===== src/design/smm_pkg.sv =====
package smm_pkg;
   // ------------------------------------------------------------
   // Register offsets
   // ------------------------------------------------------------
   localparam logic [7:0] OFS_CTRL = 8'h00;
   localparam logic [7:0] OFS_REF_ID = 8'h04;
   localparam logic [7:0] OFS_THRESH = 8'h08;
   localparam logic [7:0] OFS_TIMEOUT = 8'h0C;
   localparam logic [7:0] OFS_STATUS = 8'h10;
   localparam logic [7:0] OFS_IRQ_STAT = 8'h14;
   localparam logic [7:0] OFS_IRQ_MASK = 8'h18;
   localparam logic [7:0] OFS_LAST_ID = 8'h1C;
   // ------------------------------------------------------------
   // Field positions
   // ------------------------------------------------------------
   localparam int CTRL_EN_MISMATCH = 0;
   localparam int CTRL_EN_MISSING = 1;
   localparam int CTRL_LINE_625 = 2;
   localparam int CTRL_FACTORY = 3;
   localparam int EV_MISMATCH = 0;
   localparam int EV_MISSING = 1;
   localparam int EV_ID_RX = 2;
   // ------------------------------------------------------------
   // Reset values
   // ------------------------------------------------------------
   localparam logic [2:0] CTRL_RST = 3'h3;
   localparam logic [15:0] REF_ID_RST = 16'h0000;
   localparam logic [15:0] THRESH_RST = 16'h0001;
   localparam logic [15:0] TIMEOUT_RST = 16'h0258;
   localparam logic [2:0] IRQ_MASK_RST = 3'h0;
   // ------------------------------------------------------------
   // Timing
   // ------------------------------------------------------------
   localparam int CLK_HZ = 20000000;
   localparam int TICK_MS = 100;
   localparam int TICK_CYCLES = CLK_HZ / 1000 * TICK_MS;
endpackage


===== src/design/smm_tick.sv =====
`timescale 1ns/1ns
module smm_tick #(
   parameter int CYCLES = smm_pkg::TICK_CYCLES
) (
   input wire logic clk,
   input wire logic rst_n,
   input wire logic restart,
   output logic tick
);
   initial begin
      if (CYCLES < 2) $error("smm_tick: CYCLES too small");
   end
   typedef struct packed {
      logic [31:0] cnt;
      logic tick;
   } smm_tick_st_t;
   smm_tick_st_t s_r;
   smm_tick_st_t s_nxt;
   always_comb begin
      s_nxt = s_r;
      s_nxt.tick = 1'b0;
      if (restart) begin
         s_nxt.cnt = 32'h0;
      end else if (s_r.cnt == 32'(CYCLES - 1)) begin
         s_nxt.cnt = 32'h0;
         s_nxt.tick = 1'b1;
      end else begin
         s_nxt.cnt = s_r.cnt + 32'h1;
      end
   end
   always_ff @(posedge clk) begin
      if (!rst_n) begin
         s_r <= '0;
      end else begin
         s_r <= s_nxt;
      end
   end
   assign tick = s_r.tick;
endmodule


===== src/design/smm_cnt.sv =====
`timescale 1ns/1ns
module smm_cnt #(
   parameter int W = 16
) (
   input wire logic clk,
   input wire logic rst_n,
   input wire logic clr,
   input wire logic inc,
   input wire logic [W-1:0] limit,
   output logic reached
);
   initial begin
      if (W < 2 || W > 32) $error("smm_cnt: W out of range");
   end
   typedef struct packed {
      logic [W-1:0] cnt;
   } smm_cnt_st_t;
   smm_cnt_st_t s_r;
   smm_cnt_st_t s_nxt;
   always_comb begin
      s_nxt = s_r;
      if (clr) begin
         s_nxt.cnt = '0;
      end else if (inc && s_r.cnt != '1) begin
         s_nxt.cnt = s_r.cnt + W'(1);
      end
   end
   always_ff @(posedge clk) begin
      if (!rst_n) begin
         s_r <= '0;
      end else begin
         s_r <= s_nxt;
      end
   end
   assign reached = (limit != '0) && (s_r.cnt >= limit);
endmodule


===== src/design/smm_monitor.sv =====
// The implementer's own choices: register access over APB and the address map.
`timescale 1ns/1ns
// Function
// - A 16-bit reference id is held and each received id is compared with it.
// - The mismatch alarm rises only after the programmed number of consecutive mismatches.
// - The missing alarm rises when no id arrives within the programmed count of 100 ms ticks.
// - alarm_out_active_high is high while an enabled alarm condition holds, else low.
// - alarm_out_active_low is the exact inverse of alarm_out_active_high.
// - Each alarm has its own enable; a disabled alarm does not affect card status.
// - A factory-default request reloads every setting with its shipped value.
// - A setting selects 525-line or 625-line display operation.
module smm_monitor #(
   parameter int TICK_CYCLES = smm_pkg::TICK_CYCLES,
   parameter int CNT_W = 16
) (
   input wire logic clk,
   input wire logic rst_n,
   input wire logic id_valid,
   input wire logic [15:0] id_data,
   input wire logic psel,
   input wire logic penable,
   input wire logic pwrite,
   input wire logic [7:0] paddr,
   input wire logic [31:0] pwdata,
   output logic [31:0] prdata,
   output logic pready,
   output logic pslverr,
   output logic alarm_out_active_high,
   output logic alarm_out_active_low,
   output logic card_status_ok,
   output logic display_line_standard,
   output logic irq
);
   initial begin
      if (CNT_W != 16) $error("smm_monitor: CNT_W must be 16");
      if (TICK_CYCLES < 2) $error("smm_monitor: TICK_CYCLES too small");
   end

   // ------------------------------------------------------------
   // State
   // ------------------------------------------------------------
   typedef struct packed {
      logic [2:0] ctrl;
      logic [15:0] ref_id;
      logic [15:0] thresh;
      logic [15:0] timeout;
      logic [2:0] irq_stat;
      logic [2:0] irq_mask;
      logic [15:0] last_id;
      logic mis_alarm;
      logic miss_alarm;
      logic [31:0] prdata;
   } smm_st_t;
   smm_st_t s_r;
   smm_st_t s_nxt;

   logic mis_reached;
   logic miss_reached;
   logic tick;
   logic wr;
   logic rd;
   logic mismatch;
   logic factory;
   logic alarm;

   function automatic logic hit(input logic [7:0] a, input logic [7:0] ofs);
      hit = (a == ofs);
   endfunction

   assign wr = psel && penable && pwrite;
   assign rd = psel && !penable && !pwrite;
   assign mismatch = id_valid && (id_data != s_r.ref_id);
   assign factory = wr && hit(paddr, smm_pkg::OFS_CTRL) && pwdata[smm_pkg::CTRL_FACTORY];

   // ------------------------------------------------------------
   // Counters
   // ------------------------------------------------------------
   smm_cnt #(.W(CNT_W)) u_mis (
      .clk(clk),
      .rst_n(rst_n),
      .clr(id_valid && !mismatch),
      .inc(mismatch),
      .limit(s_r.thresh),
      .reached(mis_reached)
   );

   smm_tick #(.CYCLES(TICK_CYCLES)) u_tick (
      .clk(clk),
      .rst_n(rst_n),
      .restart(id_valid),
      .tick(tick)
   );

   smm_cnt #(.W(CNT_W)) u_miss (
      .clk(clk),
      .rst_n(rst_n),
      .clr(id_valid),
      .inc(tick),
      .limit(s_r.timeout),
      .reached(miss_reached)
   );

   // ------------------------------------------------------------
   // Next state
   // ------------------------------------------------------------
   always_comb begin
      logic [2:0] ev;
      ev = 3'h0;
      s_nxt = s_r;
      s_nxt.mis_alarm = mis_reached;
      s_nxt.miss_alarm = miss_reached;
      ev[smm_pkg::EV_MISMATCH] = mis_reached && !s_r.mis_alarm;
      ev[smm_pkg::EV_MISSING] = miss_reached && !s_r.miss_alarm;
      ev[smm_pkg::EV_ID_RX] = id_valid;
      if (id_valid) begin
         s_nxt.last_id = id_data;
      end
      if (rd) begin
         unique case (paddr)
            smm_pkg::OFS_CTRL: s_nxt.prdata = {29'h0, s_r.ctrl};
            smm_pkg::OFS_REF_ID: s_nxt.prdata = {16'h0, s_r.ref_id};
            smm_pkg::OFS_THRESH: s_nxt.prdata = {16'h0, s_r.thresh};
            smm_pkg::OFS_TIMEOUT: s_nxt.prdata = {16'h0, s_r.timeout};
            smm_pkg::OFS_STATUS: s_nxt.prdata = {29'h0, !alarm, s_r.miss_alarm,
               s_r.mis_alarm};
            smm_pkg::OFS_IRQ_STAT: s_nxt.prdata = {29'h0, s_r.irq_stat};
            smm_pkg::OFS_IRQ_MASK: s_nxt.prdata = {29'h0, s_r.irq_mask};
            smm_pkg::OFS_LAST_ID: s_nxt.prdata = {16'h0, s_r.last_id};
            default: s_nxt.prdata = 32'h0;
         endcase
      end
      if (wr) begin
         if (hit(paddr, smm_pkg::OFS_CTRL)) s_nxt.ctrl = pwdata[2:0];
         if (hit(paddr, smm_pkg::OFS_REF_ID)) s_nxt.ref_id = pwdata[15:0];
         if (hit(paddr, smm_pkg::OFS_THRESH)) s_nxt.thresh = pwdata[15:0];
         if (hit(paddr, smm_pkg::OFS_TIMEOUT)) s_nxt.timeout = pwdata[15:0];
         if (hit(paddr, smm_pkg::OFS_IRQ_MASK)) s_nxt.irq_mask = pwdata[2:0];
         if (hit(paddr, smm_pkg::OFS_IRQ_STAT)) s_nxt.irq_stat = s_r.irq_stat & ~pwdata[2:0];
      end
      if (factory) begin
         s_nxt.ctrl = smm_pkg::CTRL_RST;
         s_nxt.ref_id = smm_pkg::REF_ID_RST;
         s_nxt.thresh = smm_pkg::THRESH_RST;
         s_nxt.timeout = smm_pkg::TIMEOUT_RST;
         s_nxt.irq_mask = smm_pkg::IRQ_MASK_RST;
      end
      s_nxt.irq_stat = s_nxt.irq_stat | ev;
   end

   always_ff @(posedge clk) begin
      if (!rst_n) begin
         s_r <= '0;
         s_r.ctrl <= smm_pkg::CTRL_RST;
         s_r.ref_id <= smm_pkg::REF_ID_RST;
         s_r.thresh <= smm_pkg::THRESH_RST;
         s_r.timeout <= smm_pkg::TIMEOUT_RST;
         s_r.irq_mask <= smm_pkg::IRQ_MASK_RST;
      end else begin
         s_r <= s_nxt;
      end
   end

   // ------------------------------------------------------------
   // Outputs
   // ------------------------------------------------------------
   assign alarm = (s_r.mis_alarm && s_r.ctrl[smm_pkg::CTRL_EN_MISMATCH]) ||
      (s_r.miss_alarm && s_r.ctrl[smm_pkg::CTRL_EN_MISSING]);
   assign alarm_out_active_high = alarm;
   assign alarm_out_active_low = !alarm;
   assign card_status_ok = !alarm;
   assign display_line_standard = s_r.ctrl[smm_pkg::CTRL_LINE_625];
   assign irq = |(s_r.irq_stat & s_r.irq_mask);
   assign prdata = s_r.prdata;
   assign pready = 1'b1;
   assign pslverr = 1'b0;

   // ------------------------------------------------------------
   // Checks: alarm outputs
   // ------------------------------------------------------------
   polarity_pair_a: assert property (@(posedge clk) disable iff (!rst_n)
      alarm_out_active_high != alarm_out_active_low)
      else $error("alarm outputs not complementary");

   high_follows_a: assert property (@(posedge clk) disable iff (!rst_n)
      (s_r.mis_alarm && s_r.ctrl[smm_pkg::CTRL_EN_MISMATCH]) |-> alarm_out_active_high)
      else $error("active high alarm missing");

   miss_drives_a: assert property (@(posedge clk) disable iff (!rst_n)
      (s_r.miss_alarm && s_r.ctrl[smm_pkg::CTRL_EN_MISSING]) |-> alarm_out_active_high)
      else $error("missing alarm not driven");

   high_quiet_a: assert property (@(posedge clk) disable iff (!rst_n)
      (!s_r.mis_alarm && !s_r.miss_alarm) |-> !alarm_out_active_high)
      else $error("alarm high without cause");

   low_follows_a: assert property (@(posedge clk) disable iff (!rst_n)
      (s_r.miss_alarm && s_r.ctrl[smm_pkg::CTRL_EN_MISSING]) |-> !alarm_out_active_low)
      else $error("active low alarm missing");

   disabled_quiet_a: assert property (@(posedge clk) disable iff (!rst_n)
      (s_r.ctrl[1:0] == 2'h0) |-> (card_status_ok && !alarm_out_active_high))
      else $error("disabled alarms still active");

   mis_masked_a: assert property (@(posedge clk) disable iff (!rst_n)
      (!s_r.ctrl[smm_pkg::CTRL_EN_MISMATCH] && !s_r.miss_alarm) |-> card_status_ok)
      else $error("disabled mismatch alarm reached card status");

   miss_masked_a: assert property (@(posedge clk) disable iff (!rst_n)
      (!s_r.ctrl[smm_pkg::CTRL_EN_MISSING] && !s_r.mis_alarm) |-> card_status_ok)
      else $error("disabled missing alarm reached card status");

   // ------------------------------------------------------------
   // Checks: link counters
   // ------------------------------------------------------------
   mismatch_alarm_a: assert property (@(posedge clk) disable iff (!rst_n)
      (mismatch && s_r.thresh == 16'h0001 && !factory && !wr) |=> ##1 s_r.mis_alarm)
      else $error("single mismatch did not alarm");

   match_clears_a: assert property (@(posedge clk) disable iff (!rst_n)
      (id_valid && !mismatch) |=> ##1 !s_r.mis_alarm)
      else $error("match did not clear mismatch alarm");

   id_clears_miss_a: assert property (@(posedge clk) disable iff (!rst_n)
      id_valid |=> ##1 !s_r.miss_alarm)
      else $error("id did not clear missing alarm");

   ref_compare_a: assert property (@(posedge clk) disable iff (!rst_n)
      (id_valid && id_data == s_r.ref_id) |-> !mismatch)
      else $error("matching id flagged as mismatch");

   mismatch_seen_a: assert property (@(posedge clk) disable iff (!rst_n)
      (id_valid && id_data != s_r.ref_id) |-> mismatch)
      else $error("differing id not flagged");

   idle_quiet_a: assert property (@(posedge clk) disable iff (!rst_n)
      !id_valid |-> !mismatch)
      else $error("mismatch without received id");

   thresh_off_a: assert property (@(posedge clk) disable iff (!rst_n)
      (s_r.thresh == 16'h0000) |=> !s_r.mis_alarm)
      else $error("mismatch alarm while threshold off");

   timeout_off_a: assert property (@(posedge clk) disable iff (!rst_n)
      (s_r.timeout == 16'h0000) |=> !s_r.miss_alarm)
      else $error("missing alarm while timeout off");

   mis_holds_a: assert property (@(posedge clk) disable iff (!rst_n)
      (mis_reached && !id_valid && !wr) |=> mis_reached)
      else $error("mismatch count fell without an id");

   miss_holds_a: assert property (@(posedge clk) disable iff (!rst_n)
      (miss_reached && !id_valid && !wr) |=> miss_reached)
      else $error("timeout count fell without an id");

   mis_follows_a: assert property (@(posedge clk) disable iff (!rst_n)
      1'b1 |=> s_r.mis_alarm == $past(mis_reached))
      else $error("mismatch alarm not registered");

   miss_follows_a: assert property (@(posedge clk) disable iff (!rst_n)
      1'b1 |=> s_r.miss_alarm == $past(miss_reached))
      else $error("missing alarm not registered");

   match_restarts_a: assert property (@(posedge clk) disable iff (!rst_n)
      (id_valid && !mismatch) |=> !mis_reached)
      else $error("match did not restart mismatch count");

   id_restarts_a: assert property (@(posedge clk) disable iff (!rst_n)
      id_valid |=> !miss_reached)
      else $error("id did not restart timeout count");

   // ------------------------------------------------------------
   // Checks: settings
   // ------------------------------------------------------------
   factory_load_a: assert property (@(posedge clk) disable iff (!rst_n)
      factory |=> (s_r.thresh == smm_pkg::THRESH_RST && s_r.timeout == smm_pkg::TIMEOUT_RST
      && s_r.ref_id == smm_pkg::REF_ID_RST))
      else $error("factory defaults not restored");

   factory_ctrl_a: assert property (@(posedge clk) disable iff (!rst_n)
      factory |=> (s_r.ctrl == smm_pkg::CTRL_RST && s_r.irq_mask == smm_pkg::IRQ_MASK_RST))
      else $error("factory control defaults not restored");

   line_factory_a: assert property (@(posedge clk) disable iff (!rst_n)
      factory |=> display_line_standard == smm_pkg::CTRL_RST[smm_pkg::CTRL_LINE_625])
      else $error("factory line standard not restored");

   line_std_a: assert property (@(posedge clk) disable iff (!rst_n)
      (wr && paddr == smm_pkg::OFS_CTRL && !pwdata[smm_pkg::CTRL_FACTORY])
      |=> display_line_standard == $past(pwdata[smm_pkg::CTRL_LINE_625]))
      else $error("line standard not taken");

   line_hold_a: assert property (@(posedge clk) disable iff (!rst_n)
      !(wr && paddr == smm_pkg::OFS_CTRL) |=> $stable(display_line_standard))
      else $error("line standard changed without a write");

   ref_write_a: assert property (@(posedge clk) disable iff (!rst_n)
      (wr && paddr == smm_pkg::OFS_REF_ID) |=> s_r.ref_id == $past(pwdata[15:0]))
      else $error("reference id not taken");

   ref_hold_a: assert property (@(posedge clk) disable iff (!rst_n)
      !(wr && (paddr == smm_pkg::OFS_REF_ID || paddr == smm_pkg::OFS_CTRL))
      |=> $stable(s_r.ref_id))
      else $error("reference id changed without a write");

   thresh_write_a: assert property (@(posedge clk) disable iff (!rst_n)
      (wr && paddr == smm_pkg::OFS_THRESH) |=> s_r.thresh == $past(pwdata[15:0]))
      else $error("threshold not taken");

   timeout_write_a: assert property (@(posedge clk) disable iff (!rst_n)
      (wr && paddr == smm_pkg::OFS_TIMEOUT) |=> s_r.timeout == $past(pwdata[15:0]))
      else $error("timeout not taken");

   mask_write_a: assert property (@(posedge clk) disable iff (!rst_n)
      (wr && paddr == smm_pkg::OFS_IRQ_MASK) |=> s_r.irq_mask == $past(pwdata[2:0]))
      else $error("interrupt mask not taken");

   // ------------------------------------------------------------
   // Checks: events and reads
   // ------------------------------------------------------------
   id_event_a: assert property (@(posedge clk) disable iff (!rst_n)
      id_valid |=> s_r.irq_stat[smm_pkg::EV_ID_RX])
      else $error("id event not recorded");

   mis_event_a: assert property (@(posedge clk) disable iff (!rst_n)
      (mis_reached && !s_r.mis_alarm) |=> s_r.irq_stat[smm_pkg::EV_MISMATCH])
      else $error("mismatch event not recorded");

   miss_event_a: assert property (@(posedge clk) disable iff (!rst_n)
      (miss_reached && !s_r.miss_alarm) |=> s_r.irq_stat[smm_pkg::EV_MISSING])
      else $error("missing event not recorded");

   stat_sticky_a: assert property (@(posedge clk) disable iff (!rst_n)
      (s_r.irq_stat[smm_pkg::EV_MISMATCH] && !(wr && paddr == smm_pkg::OFS_IRQ_STAT))
      |=> s_r.irq_stat[smm_pkg::EV_MISMATCH])
      else $error("event bit lost without a clear");

   last_id_a: assert property (@(posedge clk) disable iff (!rst_n)
      id_valid |=> s_r.last_id == $past(id_data))
      else $error("received id not captured");

   read_ref_a: assert property (@(posedge clk) disable iff (!rst_n)
      (rd && paddr == smm_pkg::OFS_REF_ID) |=> prdata == {16'h0000, $past(s_r.ref_id)})
      else $error("reference id read wrong");

   read_ctrl_a: assert property (@(posedge clk) disable iff (!rst_n)
      (rd && paddr == smm_pkg::OFS_CTRL) |=> prdata == {29'h0, $past(s_r.ctrl)})
      else $error("control read wrong");

   read_hold_a: assert property (@(posedge clk) disable iff (!rst_n)
      !rd |=> $stable(prdata))
      else $error("read data changed without a read");
endmodule


===== config.mk =====
export PLATFORM = sky130hd
export DESIGN_NAME = smm_monitor
export DESIGN_NICKNAME = d
export VERILOG_FILES = /design/src/design/smm_pkg.sv /design/src/design/smm_tick.sv /design/src/design/smm_cnt.sv /design/src/design/smm_monitor.sv
export SDC_FILE = /design/constraint.sdc
export NUM_CORES = 1
export LEC_CHECK = 0
export ABC_CLOCK_PERIOD_IN_PS = 2050
export BUFFER_PORTS_ARGS = -buffer_cell sky130_fd_sc_hd__buf_2
export CORE_ASPECT_RATIO = 0.7
export CORE_UTILIZATION = 30
export DETAILED_ROUTE_END_ITERATION = 6
export SLEW_MARGIN = 20
export SYNTH_ARGS = -nofsm -noshare
export SYNTH_HDL_FRONTEND = slang
export SYNTH_SLANG_ARGS = --single-unit

===== constraint.sdc =====
create_clock -name clk -period 2.05 [get_ports clk]
set_input_delay 0.205 -clock clk [delete_from_list [all_inputs] [get_ports clk]]
set_output_delay 0.205 -clock clk [all_outputs]
set_load 0.02 [all_outputs]

==> impl_results.md, run 1 <==
* Outcome: complete, no violations
* # rows at 50
* Fillers at 2728
* Predominant post-synthesis flop cell: dfxtp_1
* Worst vdd ir at between 0.5 and 0.6 mV
* I/O pin count at 101
* Share of cells above drive strength 1 at 0.183
* Endpoint class of the critical path: flip-flop
* Final Cycle Share at 0.968
* Post-synthesis register bit count at around 160
* Layout Skew at approximately 0.0094 ns
* Startpoint types: flip-flop
* Most common cell after layout, fill and taps aside: dfxtp_1
* Hold WC Path Type: input port to flip-flop
* Largest net degree at the start of global routing at 37
* Met2 GRT Util at 0.228
* Clock latency on the worst-skew pair at 0.43 ns
* RSZ-0062 raised after global routing: yes
* Cts bufs inserted at 17
* Leakage at between 0.003 and 0.004 µW
* Total negative slack at 0 ns
* Slew headroom at 0.579
* Initial antenna violation count at 2
* Async SR Flop Fraction at 0
* Critical Path AT at 2.30 ns
* # hold bufs at CTS at 0
* Hold Startpoint: pwdata[7]
* Hold path cells at 3
* Worst r2r dst: u_tick.s_r[2]
* Final instance area at between 10000 and 15000 µm²
* Fin cells at 1495
* Core area at 27100 µm²
* Placer's final routability congestion estimate at 0.902
* Worst-Margin Slew at 0.629 ns
* Global routing usage on met1 at 0.267
* Distinct cell type count after synthesis at 60
* Worst-path clk slew at 0.07 ns
* Dpl cell area at 9410 µm²
* Worst R2R Path Depth at 5
* YS warnings at 0
* Max-cap violations at 0
* First-pass iteration count of the detailed router at 5
* Syn-to-layout area delta at 20.3%
* Final Hold Vio Count at 0
* Cell Area, Synth at 8380 µm²
* Final hold slack at between 0.03 and 0.04 ns
* Crit path required time at 2.37 ns
* # DRC at 0
* Sequential share of the synthesized area at 0.373
* Worst-path maximum fanout at 3
* Clk buf depth at 2
* Final WL at 24300 µm
* Vias in the first global route at 6871
* Root Driver: clkbuf_16
* Fmax at 0.504 GHz
* TritonCTS clock tree: done
* Vias per cell at 5.13
* Mapped Cells at roughly 1000
* Slew Viols, Final at 0
* Overall routing resource usage at 0.170
* First-pass GRT wire length at 38300 µm
* Worst Hold End: s_r[63]
* Syn avg cell area at 8.21 µm²
* R2R Setup Slk at 0.07 ns
* Post-DR wirelength/cell at 16.3 µm
* PortBufs at 66
* Clk sinks at approximately 160
* DRT antenna net count at 0
* Setup Viol. Count Final at 0
* Top Usage Layer GRT: met1
* Total grt overflow at 0
* Die Span Y at 142 µm
* Via count at 7664
* Worst setup path class: flip-flop to flip-flop
* EDFF count, synth at 0
* Most frequent cells in the layout: dfxtp_1 (153), nand2_1 (128), buf_4 (79)
* Htree depth at 4
* Multi-input logic area at 4740 µm²
* # nets final at 1213
* Placed insts at 1460
* FF/Latch Area at 3130 µm²
* Die width at 202 µm
* M3 GR Usage at 0.0367
* Initial Util at 0.309
* HPWL after detailed placement at 18300 µm
* Die area at 28600 µm²
* FF-to-FF Start: u_tick.s_r[23]
* Final period demand of the worst path at ~2.0 ns
* Iter 0 DRT Violations at 779
* Power per Cell Area at 671 nW/µm²
-- critical path, stage by stage (launching register included) --
cell and delay, ns:
dfxtp_1 0.33, nor4b_1 0.31, nand4_1 0.15, or4_4 0.52
or3_1 0.36, and3_1 0.19
-- per-stage QoR --
stage / setup slack, ns / power [µW] / util
after floorplan: 0.165 / 3410 / -
after global routing: -0.0134 / 6990 / 0.372
final: 0.0659 / 6770 / 0.372
after detailed placement: -0.0637 / 3550 / 0.347
after global placement: -0.0459 / 3550 / 0.347
after CTS: 0.0165 / 6800 / 0.370
-- cell type report --
cell class / instances / share of cell area
multi-input cells: 746 / 0.470
flip-flops and latches: 156 / 0.310
repair buffers: 149 / 0.0977
well taps: 364 / 0.0451
clock buffers: 18 / 0.0425
clock inverters: 14 / 0.0171
inverters: 46 / 0.0171
diodes: 2 / 0.000496
-- report_power, final --
group          internal [µW]  leakage, µW  switching, µW
clock                   1850     0.000296           1420
sequential              3060      0.00126           24.3
combinational            138      0.00225            272
-- worst max path at each step --
stage	slack, ns	startpoint	depth (start not counted)	end
2_1_floorplan	0.17	u_tick.s_r[15]	4	u_tick.s_r[2]
3_3_place_gp	-0.05	u_tick.s_r[27]	6	u_tick.s_r[27]
3_5_place_dp	-0.06	u_tick.s_r[27]	5	u_tick.s_r[2]
4_1_cts	0.02	u_tick.s_r[27]	5	u_tick.s_r[2]
5_1_grt	-0.01	u_mis.s_r[0]	7	u_mis.s_r[14]
6_report	0.07	u_tick.s_r[23]	5	u_tick.s_r[2]
-- metal layers --
metal  vias to the layer above  wire length, µm
met5                         -                0
met4                         0              267
met3                        18             1610
met2                       252             9600
met1                      3581            12900
li1                       3813                -
-- logic make-up (layout without fill, tap and decap cells) --
logic type,after synthesis,in the layout,share of synthesized area
AO/OA/AOI/OAI,177,177,0.137
XOR/XNOR,53,53,0.0554
adder cells (fa/ha/maj),35,35,0.0522
buffers and inverters,135,227,0.0793
flip-flops,156,156,0.373
multiplexers,24,24,0.0287
other,2,20,0.000896
AND/OR/NAND/NOR,439,439,0.274
-- what timing repair did --
item | 4_1_cts | 5_1_grt
endpoints found under the setup margin | 30 | 35
cloned | 0 | 0
pin swaps | 0 | 1
resized for setup | 1 | 12
setup buffers | 0 | 1
-- registers in the layout (all words and copies together), names as in the netlist --
signal                 flops
prdata                    16
u_mis.s_r                 16
u_tick.s_r                32
u_miss.s_r                16
display_line_standard      1
u_tick.tick                1
s_r                       74
-- synthesized netlist by cell type (29+ instances only) --
| library cell | number | share of area |
|---|---|---|
| nand4_1 | 62 | 0.046 |
| nor2b_1 | 32 | 0.024 |
| buf_4 | 38 | 0.034 |
| a21oi_1 | 78 | 0.047 |
| nor2_1 | 61 | 0.027 |
| dfxtp_1 | 156 | 0.37 |
| nand2_1 | 128 | 0.057 |
| xor2_1 | 29 | 0.030 |
| clkbuf_1 | 37 | 0.017 |
| inv_1 | 46 | 0.021 |
| ha_1 | 35 | 0.052 |
| nand3_1 | 55 | 0.033 |
(Power assumes the default switching activity.)
==> inputs of run 2 (changes only) <==
--- a/config.mk
+++ b/config.mk
@@ -5,11 +5,15 @@
 export SDC_FILE = /design/constraint.sdc
 export NUM_CORES = 1
 export LEC_CHECK = 0
-export ABC_CLOCK_PERIOD_IN_PS = 2050
+export ABC_CLOCK_PERIOD_IN_PS = 2260
 export BUFFER_PORTS_ARGS = -buffer_cell sky130_fd_sc_hd__buf_2
+export CELL_PAD_IN_SITES_DETAIL_PLACEMENT = 0
+export CELL_PAD_IN_SITES_GLOBAL_PLACEMENT = 1
 export CORE_ASPECT_RATIO = 0.7
+export CORE_MARGIN = 3
 export CORE_UTILIZATION = 30
 export DETAILED_ROUTE_END_ITERATION = 6
+export PLACE_DENSITY_LB_ADDON = 0.1
 export SLEW_MARGIN = 20
 export SYNTH_ARGS = -nofsm -noshare
 export SYNTH_HDL_FRONTEND = slang
==> constraint.sdc (replaced) <==
create_clock -name clk -period 2.26 [get_ports clk]
set_input_delay 0.226 -clock clk [delete_from_list [all_inputs] [get_ports clk]]
set_output_delay 0.226 -clock clk [all_outputs]
set_load 0.02 [all_outputs]
==> impl_results.md, run 2 (synthesis gave the netlist of run 1 again) <==
* DRT antenna net count at 0
* Max-cap violations at 0
* Fillers at 2840
* Htree depth at 4
* Vias per cell at 5.11
* Leakage at 0.00369 µW
* Clk buf depth at 2
* TritonCTS clock tree: done
* Resize count post-CTS at 0
* Crit path required time at approximately 2.6 ns
* Final WL at approximately 28000 µm
* Biggest register: s_r
* First-pass GRT wire length at about 43000 µm
* Pre-CTS setup slack at 0.157 ns
* Fmax at 0.464 GHz
* Max reg flops at 74
* Die area at 30000 µm²
* Syn-to-layout area delta at 18.0%
* Placer's final routability congestion estimate at between 0.8 and 0.9
* CP peak stage delay at 0.53 ns
* Hold WC Path Type: input port to flip-flop
* # nets final at 1191
* Total negative slack at 0 ns
* RSZ-0062 raised after global routing: no
* Final worst slack at 0.103 ns
* Clock latency on the worst-skew pair at 0.43 ns
* Worst-path clk slew at 0.06 ns
* # hold bufs at CTS at 0
* Hold Startpoint: pwdata[11]
* # DRC at 0
* Initial Util at 0.309
* I/O pin count at 101
* Slew headroom at 0.529
* Share of cells above drive strength 1 at 0.160
* Cts bufs inserted at 17
* Most common cell after layout, fill and taps aside: dfxtp_1
* Outcome: complete, no violations
* Final period demand of the worst path at 2.16 ns
* Initial antenna violation count at 0
* Critical Path AT at 2.47 ns
* Biggest regs: s_r x74, u_tick.s_r x32
* Slowest CP cell: or4_4
* FF/Latch Area at ~3100 µm²
* CP startpoint: u_tick.s_r[23]
* Endpoint class of the critical path: flip-flop
* Via count at 7505
* Startpoint types: flip-flop
* Total grt overflow at 0
* FF-to-FF Start: u_tick.s_r[23]
* Final hold slack at 0.0636 ns
* N_diodes at 0
* Post-DR wirelength/cell at 19.0 µm
* Worst-Margin Slew at 0.704 ns
* Largest net degree at the start of global routing at 48
* Multi-input logic area at ~4700 µm²
* Final Hold Vio Count at 0
* Overall routing resource usage at 0.188
* Vias in the first global route at 6872
* Iter 0 DRT Violations at 707
* Die Span Y at 146 µm
* Worst-path maximum fanout at 31
* # rows at 50
* Layout Skew at 0.0149 ns
* Final Cycle Share at 0.954
* Worst-path cell chain: nor4b_1, nand4_1, or4_4, o31ai_4, buf_12, nor2_1
* Power per Cell Area at 629 nW/µm²
* Slew Viols, Final at 0
* Die width at 206 µm
* Setup Fix Bufs, Post-CTS at 0
* Setup Viol. Count Final at 0
* PortBufs at 66
* First-pass iteration count of the detailed router at 5
* HPWL after detailed placement at between 20000 and 25000 µm
* Clk sinks at 156
* Core area at 27100 µm²
* Worst setup path class: flip-flop to flip-flop
* Most frequent cells in the layout: dfxtp_1 (156), nand2_1 (128), a21oi_1 (78)
* Root Driver: clkbuf_16
* Worst vdd ir at 0.448 mV
==> run 2: path summary, 6_finish.rpt <==
check / endpoint / slack, ns / depth (start not counted)
setup reg to reg: u_tick.s_r[20] / 0.10 / 6
hold reg to reg: prdata[2] / 0.47 / 2
hold / removal: s_r[99] / 0.06 / 3
setup / recovery: u_tick.s_r[20] / 0.10 / 6
==> run 2: area by class of cell <==
class | count | share of cell area
Multi-Input combinational cell | 746 | 0.475
Sequential cell | 156 | 0.316
Timing Repair Buffer | 127 | 0.0848
Tap cell | 364 | 0.0461
Clock buffer | 18 | 0.0444
Inverter | 46 | 0.0175
Clock inverter | 13 | 0.0170
==> run 2: metrics by stage <==
step	utilization	instance area, µm²	power (µW)	std cells
2_1_floorplan	-	8440	3090	1037
3_3_place_gp	0.343	9280	3250	1439
4_1_cts	0.365	9890	6300	1470
6_report	0.365	9890	6220	1470
5_1_grt	0.365	9890	6460	1470
3_5_place_dp	0.343	9280	3250	1439
==> run 2: worst max-delay path, delay by kind of cell (launching register included) <==
family                 cells  cell delay, ns
flip-flops                 1            0.33
buffers and inverters      1            0.23
AND/OR/NAND/NOR            4            1.24
AO/OA/AOI/OAI              1            0.23
==> run 2: per-layer routing <==
| layer | global-route usage | vias up | wire [µm] |
|---|---|---|---|
| met5 | 0 | - | 0 |
| met4 | 0.0373 | 0 | 257 |
| met3 | 0.0414 | 13 | 1520 |
| met2 | 0.213 | 187 | 9590 |
| met1 | 0.332 | 3539 | 16500 |
| li1 | - | 3766 | - |
==> run 2: report_power, final <==
part,internal [µW],switching [µW],total [µW]
sequential,2780,25.4,2800
clock,1770,1260,3030
combinational,126,259,386
total,4680,1550,6220
==> inputs of run 3 (changes only) <==
--- a/config.mk
+++ b/config.mk
@@ -11,7 +11,8 @@
 export CELL_PAD_IN_SITES_GLOBAL_PLACEMENT = 1
 export CORE_ASPECT_RATIO = 0.7
 export CORE_MARGIN = 3
-export CORE_UTILIZATION = 30
+export CORE_UTILIZATION = 45
+export CTS_BUF_LIST = sky130_fd_sc_hd__clkbuf_2 sky130_fd_sc_hd__clkbuf_4 sky130_fd_sc_hd__clkbuf_8
 export DETAILED_ROUTE_END_ITERATION = 6
 export PLACE_DENSITY_LB_ADDON = 0.1
 export SLEW_MARGIN = 20
==> impl_results.md, run 3 (synthesis gave the netlist of run 1 again) <==
* Crit path required time at 2.61 ns
* # rows at 41
* Leakage at 0.00349 µW
* Layout Skew at 0.0171 ns
* Most frequent cells in the layout: dfxtp_1 (156), nand2_1 (128), a21oi_1 (78)
* Slowest CP cell: or4_4
* Worst-Margin Slew at 0.602 ns
* Clk buf depth at 2
* Vias in the first global route at 6787
* Worst-path cell chain: nor4b_1, nand4_1, or4_4, o31ai_4, buf_12, nor2_1
* Die width at 169 µm
* Fmax at 0.484 GHz
* Max reg flops at 74
* First-pass iteration count of the detailed router at 5
* Endpoint class of the critical path: flip-flop
* Clock latency on the worst-skew pair at 0.46 ns
* Largest net degree at the start of global routing at 33
* CP startpoint: u_tick.s_r[17]
* Crit path depth at 6
* FF/Latch Area at 3120 µm²
* Biggest regs: s_r x74, u_tick.s_r x32
* Cts bufs inserted at 17
* Core area at 18200 µm²
* Slew Viols, Final at 0
* HPWL after detailed placement at between 15000 and 20000 µm
* Share of cells above drive strength 1 at 0.147
* FF-to-FF Start: u_tick.s_r[17]
* N_diodes at 0
* RSZ-0062 raised after global routing: no
* DRT antenna net count at 0
* Clk sinks at roughly 160
* I/O pin count at around 100
* Slew headroom at 0.598
* Syn-to-layout area delta at 12.1%
* # DRC at 0
* Iter 0 DRT Violations at slightly below 600
* CP peak stage delay at 0.53 ns
* Worst-path clk slew at 0.09 ns
* Fillers at around 1800
* Placer's final routability congestion estimate at between 0.8 and 0.9
* Worst r2r dst: u_tick.s_r[12]
* Htree depth at 4
* R2R Setup Slk at between 0.15 and 0.2 ns
* Setup Viol. Count Final at 0
* Startpoint types: flip-flop
* Worst setup path class: flip-flop to flip-flop
* PortBufs at 66
* Worst vdd ir at 0.293 mV
* Multi-input logic area at 4690 µm²
* Setup Fix Bufs, Post-CTS at 0
* Hold WC Path Type: input port to flip-flop
* Vias per cell at 5.65
* Worst-path maximum fanout at 27
* Initial Util at 0.462
* Max-cap violations at 0
* Worst R2R Path Depth at 6
* Total negative slack at 0 ns
* Final Hold Vio Count at 0
* Final Cycle Share at 0.914
* Final WL at between 20000 and 25000 µm
* Die area at 20300 µm²
* First-pass GRT wire length at 38000 µm
* Root Driver: clkbuf_8
* Worst path bufs/invs at 1
* Total grt overflow at 0
* Final Power at 5310 µW
* Post-DR wirelength/cell at 18.2 µm
* Overall routing resource usage at 0.238
* Outcome: complete, no violations
* Initial antenna violation count at 0
* # nets final at about 1200
* Via count at 7507
* Setup crit end: u_tick.s_r[12]
* CP top delay family: simple AND/OR/NAND/NOR gates
* Biggest register: s_r
* Final period demand of the worst path at 2.07 ns
* TritonCTS clock tree: done
* Most common cell after layout, fill and taps aside: dfxtp_1
* Die Span Y at 120 µm
* Critical Path AT at 2.42 ns
* Power per Cell Area at 566 nW/µm²
[run 3: cell count changes in the layout (fill, tap and decap cells not counted), sizes merged]
cell / previous run / this run
buf: 127 / 111
bufinv: 3 / 2
clkbuf: 18 / 19
clkinv: 7 / 5
clkinvlp: 1 / 5
dlygate4sd3: 0 / 2
inv: 48 / 47
[run 3: repair_timing]
action	CTS	global route
endpoints found under the hold margin	3	0
endpoints found under the setup margin	0	0
gates resized for setup	0	0
hold buffers	2	0
[run 3: worst min-delay path, delay by kind of cell]
family	cells	cell delay, ns
compound gates	1	0.05
buf+inv	1	0.12
simple gates	1	0.05
[run 3: cell type report]
class | count | share of cell area
sequential | 156 | 0.332
tap | 236 | 0.0314
multi-input combinational | 746 | 0.499
clock inverter | 13 | 0.0152
inverter | 46 | 0.0184
timing repair buffer | 113 | 0.0759
clock buffer | 19 | 0.0272
[run 3: metrics by stage]
stage / worst slack, ns / cells / cell area [µm²] / hold slack, ns / util
finish: 0.193 / 1329 / 9390 / 0.0348 / 0.517
global route: 0.0624 / 1329 / 9390 / 0.0212 / 0.517
CTS: 0.160 / 1329 / 9390 / 0.00433 / 0.517
detailed placement: 0.186 / 1295 / 8970 / 0.464 / 0.494
global placement: 0.217 / 1295 / 8970 / 0.464 / 0.494
floorplan: 0.375 / 1037 / 8440 / 0.350 / -
[run 3: per-layer routing]
layer,GRT usage,up-vias,share of wire,wire length [µm]
met5,0,-,0,0
met4,0.0567,0,0.010,248
met3,0.0578,16,0.079,1910
met2,0.304,230,0.37,9040
met1,0.389,3532,0.54,13000
li1,-,3729,-,-
[run 3: worst min-delay path by stage]
stage                   start         to  slack, ns  cells after the start
finish              pwdata[3]    s_r[75]       0.03                      3
global route        pwdata[3]    s_r[75]       0.02                      3
CTS                 pwdata[3]    s_r[75]      0.004                      3
detailed placement  prdata[0]  prdata[0]       0.46                      2
global placement    prdata[0]  prdata[0]       0.46                      2
floorplan           pwdata[0]    s_r[72]       0.35                      2
[run 3: power breakdown]
group	total (µW)	switching (µW)	leakage, µW	internal (µW)
combinational	373	251	0.00204	122
clock	2140	1120	0.000188	1020
sequential	2800	23.4	0.00126	2770
total	5310	1390	0.00349	3920
